`src/stgcf_regs.svh`:
```
// Register offsets, field positions, reset values and timing counts of the stepper control block
`ifndef STGCF_REGS_SVH
`define STGCF_REGS_SVH
`define STGCF_CLK_HZ       50000000
`define STGCF_ADDR_CTRL    8'h00
`define STGCF_ADDR_STATUS  8'h04
`define STGCF_ADDR_CFG     8'h08
`define STGCF_CTRL_STBY    0
`define STGCF_CTRL_RES_LO  1
`define STGCF_CTRL_RESET   32'h0000_0000
`define STGCF_DETECT_NS    20000
`define STGCF_DETECT_CYC   ((`STGCF_DETECT_NS * (`STGCF_CLK_HZ / 1000000)) / 1000)
`define STGCF_FILT_NS      625
`define STGCF_FILT_CYC     ((`STGCF_FILT_NS * (`STGCF_CLK_HZ / 1000000) + 999) / 1000)
`define STGCF_OSC_INT_KHZ  920
`define STGCF_OSC_INT_CYC  (`STGCF_CLK_HZ / (`STGCF_OSC_INT_KHZ * 1000))
`define STGCF_CHOP_OSC     16
`define STGCF_FLOOR_HI_HZ  675
`define STGCF_FLOOR_MID_HZ 450
`define STGCF_FLOOR_LO_HZ  225
`define STGCF_FULL_PCT     7'h64
`define STGCF_DOWN_PCT     7'h05
`endif

```
`src/stgcf_pkg.sv`:
```
// Types shared by the stepper control block
package stgcf_pkg;
	typedef enum logic [1:0] {
		STGCF_DETECT   = 2'h0,
		STGCF_INTERNAL = 2'h1,
		STGCF_EXTERNAL = 2'h3
	} stgcf_osc_e;
	typedef struct packed {
		logic       gain_sel0;
		logic       gain_sel1;
		logic       floor_sel0;
		logic [1:0] floor_sel1;
		logic [1:0] recovery_sel;
		logic [1:0] freq_floor_sel;
	} stgcf_sel_s;
	typedef struct packed {
		logic thermal;
		logic overcurrent;
		logic open_load;
	} stgcf_fault_s;
endpackage

```
`src/stgcf_filter.sv`:
```
// Per-bit glitch filter: an output bit follows its input only after it stayed stable long enough
`timescale 1ns/100ps
module stgcf_filter #(
	parameter int W   = 9,
	parameter int CYC = 32
) (
	// Clock and reset
	input  wire logic         clk_i,
	input  wire logic         rst_i,
	// Data
	input  wire logic [W-1:0] d_i,
	output logic      [W-1:0] q_o
);
	initial begin
		if (W < 1 || CYC < 2 || CYC > 255) $error("stgcf_filter: bad parameters");
	end
	genvar g;
	generate
		for (g = 0; g < W; g++) begin : g_bit
			logic [7:0] cnt;
			always_ff @(posedge clk_i) begin
				if (rst_i || d_i[g] == q_o[g]) begin
					cnt <= 8'h00;
				end else begin
					cnt <= cnt + 8'h01;
				end
			end
			always_ff @(posedge clk_i) begin
				if (rst_i) begin
					q_o[g] <= 1'b0;
				end else if (d_i[g] != q_o[g] && cnt == 8'(CYC - 1)) begin
					q_o[g] <= d_i[g];
				end
			end
		end
	endgenerate
endmodule

```
`src/stgcf_rate.sv`:
```
// Step clock period meter: flags when the spacing of step edges exceeds a period limit
`timescale 1ns/100ps
module stgcf_rate #(
	parameter int CW = 20
) (
	// Clock and reset
	input  wire logic          clk_i,
	input  wire logic          rst_i,
	// Step clock and limit
	input  wire logic          step_clk_i,
	input  wire logic [CW-1:0] limit_i,
	output logic               slow_o
);
	logic          step_d;
	logic [CW-1:0] gap;
	wire           step_edge = step_clk_i & ~step_d;
	wire           gap_full  = &gap;
	initial begin
		if (CW < 18) $error("stgcf_rate: counter too narrow for lowest floor");
	end
	always_ff @(posedge clk_i) begin
		step_d <= rst_i ? 1'b0 : step_clk_i;
	end
	// Saturates so a stopped motor reads as below any floor
	always_ff @(posedge clk_i) begin
		if (rst_i) begin
			gap <= '1;
		end else if (step_edge) begin
			gap <= '0;
		end else if (!gap_full) begin
			gap <= gap + 1'b1;
		end
	end
	// Judged on the last whole step period, so a steady slow clock cannot flicker fast between its edges
	always_ff @(posedge clk_i) begin
		if (rst_i) begin
			slow_o <= 1'b1;
		end else if (step_edge) begin
			slow_o <= gap > limit_i;
		end else begin
			slow_o <= slow_o | (gap > limit_i);
		end
	end
endmodule

```
`src/stgcf_top.sv`:
```
// Stepper driver control: fault flags, PWM oscillator and chop period, adaptive current reduction
// ****************************************************************************
// What this block does
// RULE1: Two flags encode open load, overcurrent, overtemperature.
// RULE2: Flags open-drain, pulled low only on fault.
// RULE3: Fault latched until reset or standby.
// RULE4: Oscillator detection window after reset; host waits.
// RULE5: Grounded pin selects internal oscillator near 0.92 MHz.
// RULE6: Chop period is sixteen oscillator cycles.
// RULE7: Both selects high enable reduction, low disable.
// RULE8: Host keeps selects equal, select 0 fixed.
// RULE9: All select inputs glitch filtered first.
// RULE10: Reduce threshold stepwise, never above full.
// RULE11: Never below floor of 45 to 80 percent.
// RULE12: Floor table by select 0 and four-state code.
// RULE13: Load rise restores full in 5-11 steps.
// RULE14: Reduction suspended below step-rate floor.
// RULE15: Rate floor doubles with each finer resolution.
// RULE16: Four-state inputs held as filtered two-bit codes.
// ****************************************************************************
`timescale 1ns/100ps
`include "stgcf_regs.svh"
module stgcf_top
	import stgcf_pkg::*;
#(
	parameter int RATE_W = 20
) (
	// Clock and reset
	input  wire logic        clk_i,
	input  wire logic        rst_i,
	// APB slave
	input  wire logic [7:0]  paddr_i,
	input  wire logic        psel_i,
	input  wire logic        penable_i,
	input  wire logic        pwrite_i,
	input  wire logic [31:0] pwdata_i,
	output logic      [31:0] prdata_o,
	output logic             pready_o,
	output logic             pslverr_o,
	// Oscillator and step clock
	input  wire logic        pwm_osc_pin_i,
	input  wire logic        osc_ext_i,
	input  wire logic        step_clk_i,
	output logic             chop_tick_o,
	output logic             osc_internal_o,
	// Select inputs, four-state codes 0 supply short .. 3 ground short
	input  wire logic        gain_ctrl_sel0_i,
	input  wire logic        gain_ctrl_sel1_i,
	input  wire logic        floor_sel0_i,
	input  wire logic [1:0]  floor_sel1_i,
	input  wire logic [1:0]  recovery_sel_i,
	input  wire logic [1:0]  freq_floor_sel_i,
	// Current reduction
	input  wire logic        load_rise_i,
	output logic             reduction_active_o,
	output logic [6:0]       threshold_pct_o,
	// Fault detectors and open-drain flags
	input  wire logic        thermal_shutdown_i,
	input  wire logic        overcurrent_detect_i,
	input  wire logic        open_load_detect_i,
	input  wire logic        fault_flag_a_i,
	input  wire logic        fault_flag_b_i,
	output logic             fault_flag_a_o,
	output logic             fault_flag_a_oe_o,
	output logic             fault_flag_b_o,
	output logic             fault_flag_b_oe_o
);
	localparam int DET_CYC  = `STGCF_DETECT_CYC;
	localparam int INT_CYC  = `STGCF_OSC_INT_CYC;
	localparam int SEL_W    = $bits(stgcf_sel_s);
	initial begin
		if (RATE_W < 18 || RATE_W > 30) $error("stgcf_top: RATE_W out of range");
	end

	// ************************************************************************
	// Functions
	// ************************************************************************
	function automatic logic [6:0] floor_pct(input logic hi, input logic [1:0] code);
		floor_pct = (hi ? 7'h50 : 7'h3c) - 7'(5 * code);
	endfunction
	function automatic logic [3:0] boost_steps(input logic [1:0] code);
		boost_steps = 4'h5 + 4'({code, 1'b0});
	endfunction
	function automatic logic [2:0] res_shift(input logic [2:0] res);
		res_shift = (res == 3'h0) ? 3'h0 : (res <= 3'h2) ? 3'h1 : (res >= 3'h6) ? 3'h5 : res - 3'h1;
	endfunction

	// ************************************************************************
	// Register file
	// ************************************************************************
	logic [31:0] ctrl;
	wire         standby   = ctrl[`STGCF_CTRL_STBY];
	wire  [2:0]  res_mode  = ctrl[`STGCF_CTRL_RES_LO +: 3];
	wire         soft_rst  = rst_i | standby;
	wire         setup     = psel_i & ~penable_i;
	wire         wr_take   = psel_i & penable_i & pready_o & pwrite_i;
	wire         hit_ctrl  = paddr_i == `STGCF_ADDR_CTRL;
	wire         hit_stat  = paddr_i == `STGCF_ADDR_STATUS;
	wire         hit_cfg   = paddr_i == `STGCF_ADDR_CFG;
	wire         mapped    = hit_ctrl | hit_stat | hit_cfg;
	stgcf_fault_s latched;
	stgcf_sel_s   sel_f;
	stgcf_osc_e   osc_mode;
	logic [6:0]   floor_now;
	wire  [31:0]  status_word = {10'h000, fault_flag_b_i, fault_flag_a_i, floor_now, threshold_pct_o,
	                             reduction_active_o, osc_mode, latched};
	wire  [31:0]  next_prdata = hit_ctrl ? ctrl : hit_stat ? status_word :
	                            hit_cfg ? {23'h000000, sel_f} : 32'h0000_0000;
	// Zero-wait slave: ready is raised in the access phase that follows each setup
	always_ff @(posedge clk_i) begin
		if (rst_i) begin
			pready_o  <= 1'b0;
			pslverr_o <= 1'b0;
			prdata_o  <= 32'h0000_0000;
		end else begin
			pready_o  <= setup;
			pslverr_o <= setup & ~mapped;
			prdata_o  <= setup ? next_prdata : prdata_o;
		end
	end
	always_ff @(posedge clk_i) begin
		if (rst_i) begin
			ctrl <= `STGCF_CTRL_RESET;
		end else if (wr_take && hit_ctrl) begin
			ctrl <= {28'h0000000, pwdata_i[3:0]};
		end
	end

	// ************************************************************************
	// Fault latch and flags
	// ************************************************************************
	wire stgcf_fault_s next_latched = soft_rst ? 3'h0 : (latched | {thermal_shutdown_i, overcurrent_detect_i,
	                                                              open_load_detect_i});
	always_ff @(posedge clk_i) begin
		latched <= next_latched; // RULE3
	end
	// Thermal dominates overcurrent, which dominates open load
	always_ff @(posedge clk_i) begin
		fault_flag_a_o    <= 1'b0; // RULE2
		fault_flag_b_o    <= 1'b0;
		fault_flag_a_oe_o <= ~soft_rst & (latched.thermal | latched.overcurrent); // RULE1
		fault_flag_b_oe_o <= ~soft_rst & (latched.thermal | (~latched.overcurrent & latched.open_load)); // RULE1
	end

	// ************************************************************************
	// Oscillator detection and chop period
	// ************************************************************************
	logic [15:0] det_cnt;
	logic [7:0]  int_cnt;
	logic [3:0]  osc_cnt;
	logic        ext_d;
	wire         det_end  = det_cnt == 16'(DET_CYC - 1);
	wire         int_tick = int_cnt == 8'(INT_CYC - 1);
	wire         ext_tick = osc_ext_i & ~ext_d;
	wire         osc_tick = (osc_mode == STGCF_INTERNAL) ? int_tick : (osc_mode == STGCF_EXTERNAL) & ext_tick;
	always_ff @(posedge clk_i) begin
		if (soft_rst) begin
			osc_mode <= STGCF_DETECT;
			det_cnt  <= 16'h0000;
		end else begin
			unique case (osc_mode)
				STGCF_DETECT: begin
					det_cnt  <= det_cnt + 16'h0001; // RULE4
					osc_mode <= !det_end ? STGCF_DETECT : pwm_osc_pin_i ? STGCF_EXTERNAL : STGCF_INTERNAL; // RULE5
				end
				STGCF_INTERNAL: osc_mode <= STGCF_INTERNAL;
				STGCF_EXTERNAL: osc_mode <= STGCF_EXTERNAL;
				default:        osc_mode <= STGCF_DETECT;
			endcase
		end
	end
	always_ff @(posedge clk_i) begin
		ext_d   <= soft_rst ? 1'b0 : osc_ext_i;
		int_cnt <= (soft_rst || int_tick) ? 8'h00 : int_cnt + 8'h01; // RULE5
	end
	always_ff @(posedge clk_i) begin
		if (soft_rst) begin
			osc_cnt     <= 4'h0;
			chop_tick_o <= 1'b0;
		end else begin
			osc_cnt     <= osc_cnt + 4'(osc_tick); // RULE6
			chop_tick_o <= osc_tick && osc_cnt == 4'(`STGCF_CHOP_OSC - 1); // RULE6
		end
	end
	always_ff @(posedge clk_i) begin
		osc_internal_o <= ~soft_rst & (osc_mode == STGCF_INTERNAL);
	end

	// ************************************************************************
	// Select filtering
	// ************************************************************************
	wire stgcf_sel_s sel_raw = {gain_ctrl_sel0_i, gain_ctrl_sel1_i, floor_sel0_i, floor_sel1_i,
	                            recovery_sel_i, freq_floor_sel_i};
	// Filtered codes are held stable for the reduction logic
	stgcf_filter #(.W(SEL_W), .CYC(`STGCF_FILT_CYC)) u_filter (
		.clk_i (clk_i),
		.rst_i (soft_rst),
		.d_i   (sel_raw),
		.q_o   (sel_f)
	); // RULE9 RULE16

	// ************************************************************************
	// Step rate floor
	// ************************************************************************
	logic [RATE_W-1:0] base_period;
	logic              slow;
	always_comb begin
		unique case (sel_f.freq_floor_sel)
			2'h0:    base_period = RATE_W'(`STGCF_CLK_HZ / `STGCF_FLOOR_HI_HZ);
			2'h1:    base_period = RATE_W'(`STGCF_CLK_HZ / `STGCF_FLOOR_MID_HZ);
			2'h2:    base_period = RATE_W'(`STGCF_CLK_HZ / `STGCF_FLOOR_LO_HZ);
			2'h3:    base_period = '1;
		endcase
	end
	// Finer resolution doubles the floor, so the period limit halves
	wire [RATE_W-1:0] rate_limit = base_period >> res_shift(res_mode); // RULE15
	stgcf_rate #(.CW(RATE_W)) u_rate (
		.clk_i      (clk_i),
		.rst_i      (soft_rst),
		.step_clk_i (step_clk_i),
		.limit_i    (rate_limit),
		.slow_o     (slow)
	);
	wire rate_block = slow & (sel_f.freq_floor_sel != 2'h3); // RULE14

	// ************************************************************************
	// Adaptive current reduction
	// ************************************************************************
	logic       agc_en;
	logic [6:0] thr;
	logic [3:0] boost_left;
	logic [6:0] boost_inc;
	wire        both_hi    = sel_f.gain_sel0 & sel_f.gain_sel1;
	wire        both_lo    = ~sel_f.gain_sel0 & ~sel_f.gain_sel1;
	// Select 0 high with select 1 low keeps the present state for a switch in operation
	wire        next_agc   = both_hi | (~both_lo & sel_f.gain_sel0 & agc_en); // RULE7 RULE8
	wire        active     = agc_en & ~rate_block & (osc_mode != STGCF_DETECT);
	wire  [3:0] steps      = boost_steps(sel_f.recovery_sel); // RULE13
	wire  [6:0] gap_full   = `STGCF_FULL_PCT - thr;
	wire  [6:0] next_inc   = 7'((gap_full + 7'(steps) - 7'h01) / 7'(steps));
	wire  [7:0] thr_up     = {1'b0, thr} + {1'b0, boost_inc};
	wire  [6:0] thr_down   = (thr > floor_now + `STGCF_DOWN_PCT) ? thr - `STGCF_DOWN_PCT : floor_now;
	wire        boost_go   = active & load_rise_i & (boost_left == 4'h0) & (thr != `STGCF_FULL_PCT);
	assign floor_now = floor_pct(sel_f.floor_sel0, sel_f.floor_sel1); // RULE11 RULE12
	always_ff @(posedge clk_i) begin
		agc_en <= soft_rst ? 1'b0 : next_agc;
	end
	always_ff @(posedge clk_i) begin
		if (soft_rst || !active) begin
			thr        <= `STGCF_FULL_PCT; // RULE7
			boost_left <= 4'h0;
			boost_inc  <= 7'h00;
		end else if (boost_go) begin
			boost_left <= steps; // RULE13
			boost_inc  <= next_inc;
		end else if (chop_tick_o && boost_left != 4'h0) begin
			thr        <= (thr_up > 8'(`STGCF_FULL_PCT)) ? `STGCF_FULL_PCT : thr_up[6:0]; // RULE10 RULE13
			boost_left <= boost_left - 4'h1;
		end else if (chop_tick_o) begin
			thr        <= thr_down; // RULE10 RULE11
		end
	end
	always_ff @(posedge clk_i) begin
		reduction_active_o <= ~soft_rst & active;
		threshold_pct_o    <= soft_rst ? `STGCF_FULL_PCT : thr;
	end
endmodule

```
`config.mk`:
```
export PLATFORM = sky130hd
export DESIGN_NAME = stgcf_top
export DESIGN_NICKNAME = d
export VERILOG_FILES = /design/src/stgcf_pkg.sv /design/src/stgcf_filter.sv /design/src/stgcf_rate.sv /design/src/stgcf_top.sv
export VERILOG_INCLUDE_DIRS = /design/src
export SDC_FILE = /design/constraint.sdc
export NUM_CORES = 1
export LEC_CHECK = 0
export BUFFER_PORTS_ARGS = -buffer_cell sky130_fd_sc_hd__buf_2
export CAP_MARGIN = 20
export CORE_UTILIZATION = 40
export CTS_CLUSTER_DIAMETER = 120
export DETAILED_ROUTE_END_ITERATION = 16
export MAX_ROUTING_LAYER = met4
export SLEW_MARGIN = 30
export SYNTH_ARGS = -nofsm -noshare
export SYNTH_HDL_FRONTEND = slang
export SYNTH_SLANG_ARGS = --single-unit
```
`constraint.sdc`:
```
create_clock -name clk_i -period 10.61 [get_ports clk_i]
set_input_delay 0 -clock clk_i [delete_from_list [all_inputs] [get_ports clk_i]]
set_output_delay 0 -clock clk_i [all_outputs]
set_load 0.05 [all_outputs]
```
After elaboration in Yosys (flattened, before gate mapping) --
Cells that the tools add are included.
Storage, ports and cells: flip-flop bits (word level) 206
Operators by class: $add $sub $neg 23, multipliers 1, div/mod/pow operators 1, $lt $le $gt $ge 5, equality and inequality tests 40, shifts and indexed selects 1, mux-type cells 21, bitwise operators 42, reductions and logical operators 35
Operator list (count):
- 8-bit by 1-bit adder with 8-bit output, second input constant | 10
- 20-bit case mux with 4 select lines | 1
- 8-bit by 5-bit equality test with 1-bit output, second input constant | 9
- 22-bit two-way mux | 2
- 20-bit two-way mux | 2
- 7-bit two-way mux | 5
- 1-bit bitwise AND | 23
- 20-bit by 1-bit adder with 20-bit output, second input constant | 1
- 20-bit greater-than comparator | 1
- 20-bit AND reduction | 1
- 20-bit by 3-bit right shift with 20-bit output | 1
- 16-bit by 1-bit adder with 16-bit output, second input constant | 1
- 16-bit by 10-bit equality test with 1-bit output, second input constant | 1
- 1-bit logical AND | 12
- 1-bit logical OR | 11
- 1-bit inverter | 11
- 1-bit equality test | 9
- 3-bit two-way mux | 3
- 9-bit two-way mux | 1
- 1-bit inequality test | 9
- 7-bit by 7-bit adder with 8-bit output | 1
- 8-bit by 3-bit equality test with 1-bit output, second input constant | 1
- 8-bit by 4-bit equality test with 1-bit output, second input constant | 1
- 8-bit by 6-bit equality test with 1-bit output, second input constant | 1
- 36 further kinds | 51

Depth between registers and ports, before layout --
depth after elaboration 10, depth in mapped cells 41, depth with buffers taken out 40

Cells and area by module --
From an unflattened synthesis, not the netlist that was laid out.
Second synthesis, totals: cell total of the unflattened synthesis 1428, area total of the unflattened synthesis 11599.9 µm²
By module, submodules not included:
- stgcf_top | instances 1, cells each 846, area each 6612.6 µm²
- stgcf_filter | instances 1, cells each 387, area each 3375.7 µm²
- stgcf_rate | instances 1, cells each 195, area each 1611.5 µm²

Worst setup path before layout --
No wires, ideal clock.
kind reg-to-reg, from register thr[1], to register boost_inc[0], data arrival time 8.335 ns, required time 10.484 ns, setup slack 2.149 ns, cell stages (with the launch flop) 41, path buffers 1, clock period less this slack 8.461 ns, cell sequence dfxtp_1 inv_1 ha_1 ha_1 inv_1 fa_1 or2b_1 a21oi_1 xor2_1 ha_1 nor4bb_1 a311oi_1 a211oi_2 a211oi_1 nor2_1 ha_1 and4_1 a31oi_2 (+5 left out) nand2b_1 and2_1 or3_1 buf_2 xnor2_1 ha_1 a21o_1 a21oi_1 nand2_1 a21oi_1 o21a_1 mux2_4 ha_1 nor2b_1 o21ai_0 nand2_1 a211oi_1 a31oi_1
Between the ends: word-level cells in the longest chain between the ends 4, elaborated cells between the ends (all ways) 6, classes of those cells 3 x add/sub; 1 x div; 1 x eq/ne; 1 x bitwise
Ends and longest elaborated chain:
- start: declaration | line stgcf_top.sv:230 | logic [6:0] thr;
- start signal: assignment | line stgcf_top.sv:250 | thr <= `STGCF_FULL_PCT;
- start signal: assignment | line stgcf_top.sv:257 | thr <= (thr_up > 8'(`STGCF_FULL_PCT)) ? `STGCF_FULL_PCT : thr_up[6:0];
- start signal: assignment | line stgcf_top.sv:260 | thr <= thr_down;
- 7-bit subtractor (no source line)
- 7-bit by 4-bit adder with 7-bit output | line stgcf_top.sv:240 | wire [6:0] next_inc = 7'((gap_full + 7'(steps) - 7'h01) / 7'(steps));
- 7-bit by 1-bit subtractor with 7-bit output | line stgcf_top.sv:240
- 7-bit by 4-bit divider with 7-bit output | line stgcf_top.sv:240
- end signal: assignment | line stgcf_top.sv:255 | boost_inc <= next_inc;
- end: declaration | line stgcf_top.sv:232 | logic [6:0] boost_inc;
Parallel ways exist; a longest one is shown, timed or not. A chain may end at the register's enable or synchronous reset.

Final worst setup path --
Ends and elaborated chain as after synthesis.

==> flow_summary.toml <==
[run_status]
outcome = "complete, no violations"

[die]
core_region_area_um2 = 26880
design.die.area_um2 = 28040
pin_count = 111
chipWidth_um = 167.5
floorplan.rows = 60
die_h_um = 167.5
initial_utilization_pct = 40.74

[finish]
n_antenna_cell = 0
layout.filler_cells = 2588
design.final.nets = 1510
area.growth.synth_to_final_pct = 14.02
final_layout_size_suffix_gt1_share_pct = 10.31

[setup_path]
r2r_cells = 39
setup.reg_to_reg.worst_slack_ps = 1170
critical_path_class = "flip-flop to flip-flop"
timing.critical_path.fanout_max = 8
rr_endpoint = "boost_inc[0]"
cp_data_required_time_ps = 10920
crit_arrival_ps = 9750
timing.critical_path.from_type = "flip-flop"
regToRegStartpoint = "thr[1]"
cp_common_cell = "sky130_fd_sc_hd__ha_1"
cpMaxStageDelayCell = "sky130_fd_sc_hd__fa_1"
critical-path-max-stage-delay_ps = 420
endpoint_kind = "flip-flop"

[routing]
first_iter_violations = 514
route.detailed.wl_per_inst_um = 14.25
finalWirelength_mm = 24.33
route.detailed.drc = 0
router_iterations_before_antenna_repair = 5
route.antenna.remaining_nets = 0
post_dr_vias_cell = 5.180
via_count = 8848

[grt]
antenna_violations_before_repair = 0
grt_usage_pct = 18.43
grt_first_pass_wirelength_mm = 41.01
grt_remaining_overflow = 0
pin_count_of_the_biggest_net_entering_global_routing = 42
first_global_vias = 8470

[yosys]
dominantRegCellSynth = "sky130_fd_sc_hd__dfxtp_1"
yosys_register_bits = 196
synth_sequential_area_ratio_pct = 35.83
synthCells = 1281
synth_warnings = 0
synthesis.area_um2 = 10950
number_of_enable_flip_flop_cells_after_synthesis = 0
async_reset_ff_share_pct = 0
synth_cell_type_count = 66
syn_avg_cell_area_um2 = 8.548

[clocking]
tritoncts = "done"
tritoncts.num_buffers = 17
clk_root_buffer_cell = "sky130_fd_sc_hd__clkbuf_16"
post_cts_clock_slew_at_the_launch_and_capture_registers_of_the_worst_setup_and_hold_paths_ps = 70
clk_buf_depth = 2
clock-sinks = 196
worst_skew_pair.late_latency_ps = 440
htree_levels = 4

[timing]
hold_violations = 0
rsz0062_at_grt = "no"
relSlewSlack_pct = 38.35
timing.final.max_slew_violations = 0
achievable_freq_mhz = 105.9
period_minus_slack_ps = 9439
timing.clock.skew_ps = 17.38
fin_tns_setup_ps = 0
timing_worst_slew_pin_value_ps = 921.3
report.final.setup_viol = 0
final_min_period_over_clock_period_pct = 88.97

[pwr]
p_leak_nw = 5.145
switching_share_of_power_pct = 24.40
seqPwrFrac_pct = 48.6
power.density_nw_per_um2 = 126.5
intPower_mw = 1.195
clock_power_share_pct = 45.5
power.total_mw = 1.580
ir_drop_uv = 110.7
p_comb_share_pct = 6.0
power.switching_uw = 385.5

[place]
place_congestion = 0.8511
io_buffer_count = 70
hpwl_mm = 17.55

[worst_hold_path]
holdPathEnd = "pready_o"
timing.hold.worst.class = "primary input to flip-flop"
worstHoldStart = "psel_i"
whs_path_depth = 4

[job]
drv_cap = 0
[metrics by stage]
stage | hold WS (ps) | instances | instance area, µm² | setup WS [ps] | utilization (%)
floorplan | 98.84 | 1292 | 10990 | 2149 | -
global placement | 204.0 | 1653 | 11580 | 1326 | 43.10
detailed placement | 208.5 | 1653 | 11590 | 1233 | 43.12
CTS | 71.23 | 1708 | 12480 | 1189 | 46.45
global route | 100.1 | 1708 | 12490 | 504.2 | 46.46
finish | 83.63 | 1708 | 12490 | 1171 | 46.46
[critical path, delay by kind of cell (launching register included)]
kind            cells  cell delay (ps)
compound gates     14             3020
fa+ha+maj           8             2640
simple gates       11             1890
xor+xnor            3              780
flops               1              400
mux                 1              330
buf+inv             2              260
[layer usage]
metal | share of wire (%) | up-vias | GRT usage, %
met1 | 51 | 4106 | 24.13
met4 | 1.8 | 0 | 5.664
met2 | 44 | 131 | 28.93
met3 | 3.1 | 30 | 3.143
li1 | - | 4581 | -
met5 | 0 | - | -
[cell type report]
type | count | area (µm²) | share of cell area, %
Inverter | 49 | 183.9 | 1.473
Timing Repair Buffer | 101 | 640.6 | 5.131
Clock buffer | 17 | 425.4 | 3.407
Sequential cell | 196 | 3924 | 31.43
Tap cell | 341 | 426.7 | 3.417
Multi-Input combinational cell | 989 | 6648 | 53.24
Clock inverter | 15 | 237.7 | 1.904
[flip-flops by register name, summed over array words and instances, names as in the netlist, 2 cells and up]
register and count:
osc_cnt 4, osc_mode 2, latched 3, int_cnt 8, u_rate.gap 20, threshold_pct_o 7, det_cnt 16, boost_left 4
boost_inc 7, u_filter.q_o 9, thr 7, ctrl 4, u_filter.g_bit.cnt 72, prdata_o 22
[cells by family after synthesis]
logic type	after synthesis	share of synthesized area [%]
adders and majority gates	93	10.90
and+or+nand+nor	489	21.31
DFF	196	35.83
xor gates and xnor gates	134	10.79
other	1	0.03425
buffers and inverters	107	4.090
AOI/OAI and AO/OA	220	13.14
muxes	41	3.908
[power by group through the flow]
stage	combinational [mW]	clock [mW]	sequential (mW)
after floorplan	0.0643	0	0.783
after global placement	0.0859	0	0.784
after detailed placement	0.0875	0	0.784
after CTS	0.0945	0.737	0.767
after global routing	0.106	0.771	0.770
final	0.0943	0.718	0.767
[synthesized netlist by cell type (3+ instances only)]
cell,count,area [µm²]
sky130_fd_sc_hd__nor3b_1,5,37.54
sky130_fd_sc_hd__nand3b_1,4,30.03
sky130_fd_sc_hd__a22oi_1,18,135.1
sky130_fd_sc_hd__nand2_1,76,285.3
sky130_fd_sc_hd__ha_1,89,1114
sky130_fd_sc_hd__and2_1,7,43.79
sky130_fd_sc_hd__dfxtp_1,196,3924
sky130_fd_sc_hd__nand3_1,45,225.2
sky130_fd_sc_hd__a211oi_1,11,82.58
sky130_fd_sc_hd__nor4_1,12,75.07
sky130_fd_sc_hd__a222oi_1,6,60.06
sky130_fd_sc_hd__inv_1,49,183.9
sky130_fd_sc_hd__nand2b_1,14,87.58
sky130_fd_sc_hd__or2_2,8,50.05
sky130_fd_sc_hd__buf_4,12,90.09
sky130_fd_sc_hd__a21oi_1,57,285.3
sky130_fd_sc_hd__a221oi_1,6,52.55
sky130_fd_sc_hd__nor3_1,21,105.1
sky130_fd_sc_hd__nor2_1,198,743.2
sky130_fd_sc_hd__a31oi_1,4,25.02
sky130_fd_sc_hd__nand4_1,27,168.9
sky130_fd_sc_hd__o21ai_0,59,295.3
sky130_fd_sc_hd__mux2i_1,35,350.3
sky130_fd_sc_hd__mux2_2,3,33.78
sky130_fd_sc_hd__fa_1,4,80.08
sky130_fd_sc_hd__clkbuf_1,45,168.9
sky130_fd_sc_hd__o21a_1,8,60.06
sky130_fd_sc_hd__xor2_1,72,630.6
sky130_fd_sc_hd__xnor2_1,61,534.3
sky130_fd_sc_hd__o22ai_1,4,25.02
sky130_fd_sc_hd__o221ai_1,3,26.28
sky130_fd_sc_hd__or3_1,11,68.82
sky130_fd_sc_hd__and3_1,33,206.5
sky130_fd_sc_hd__nor2b_1,15,93.84
sky130_fd_sc_hd__a211o_1,3,26.28
sky130_fd_sc_hd__and4_1,6,52.55
sky130_fd_sc_hd__a21o_1,18,135.1
[worst max path at each step]
stage / from / end
finish: thr[1] / boost_inc[0]
global route: thr[1] / boost_inc[0]
CTS: thr[1] / boost_inc[0]
detailed placement: thr[1] / boost_inc[0]
global placement: thr[1] / boost_inc[0]
floorplan: thr[1] / boost_inc[0]
[what timing repair did]
action                                 4_1_cts  5_1_grt
endpoints found under the hold margin       31        0
buffers inserted                             0        0
hold buffers                                23        0
resized for setup                            0        0
[placed cells by master, fill, tap and decap left out, drive strengths merged, types with 27 or more instances in the layout]
cell / n
nor2: 199
xor2: 72
mux2i: 36
inv: 55
nand3: 45
nand4: 27
xnor2: 62
buf: 78
ha: 89
and3: 33
nand2: 76
a21oi: 58
dfxtp: 196
o21ai: 61
Note: power is estimated with default switching activity, not from simulation.
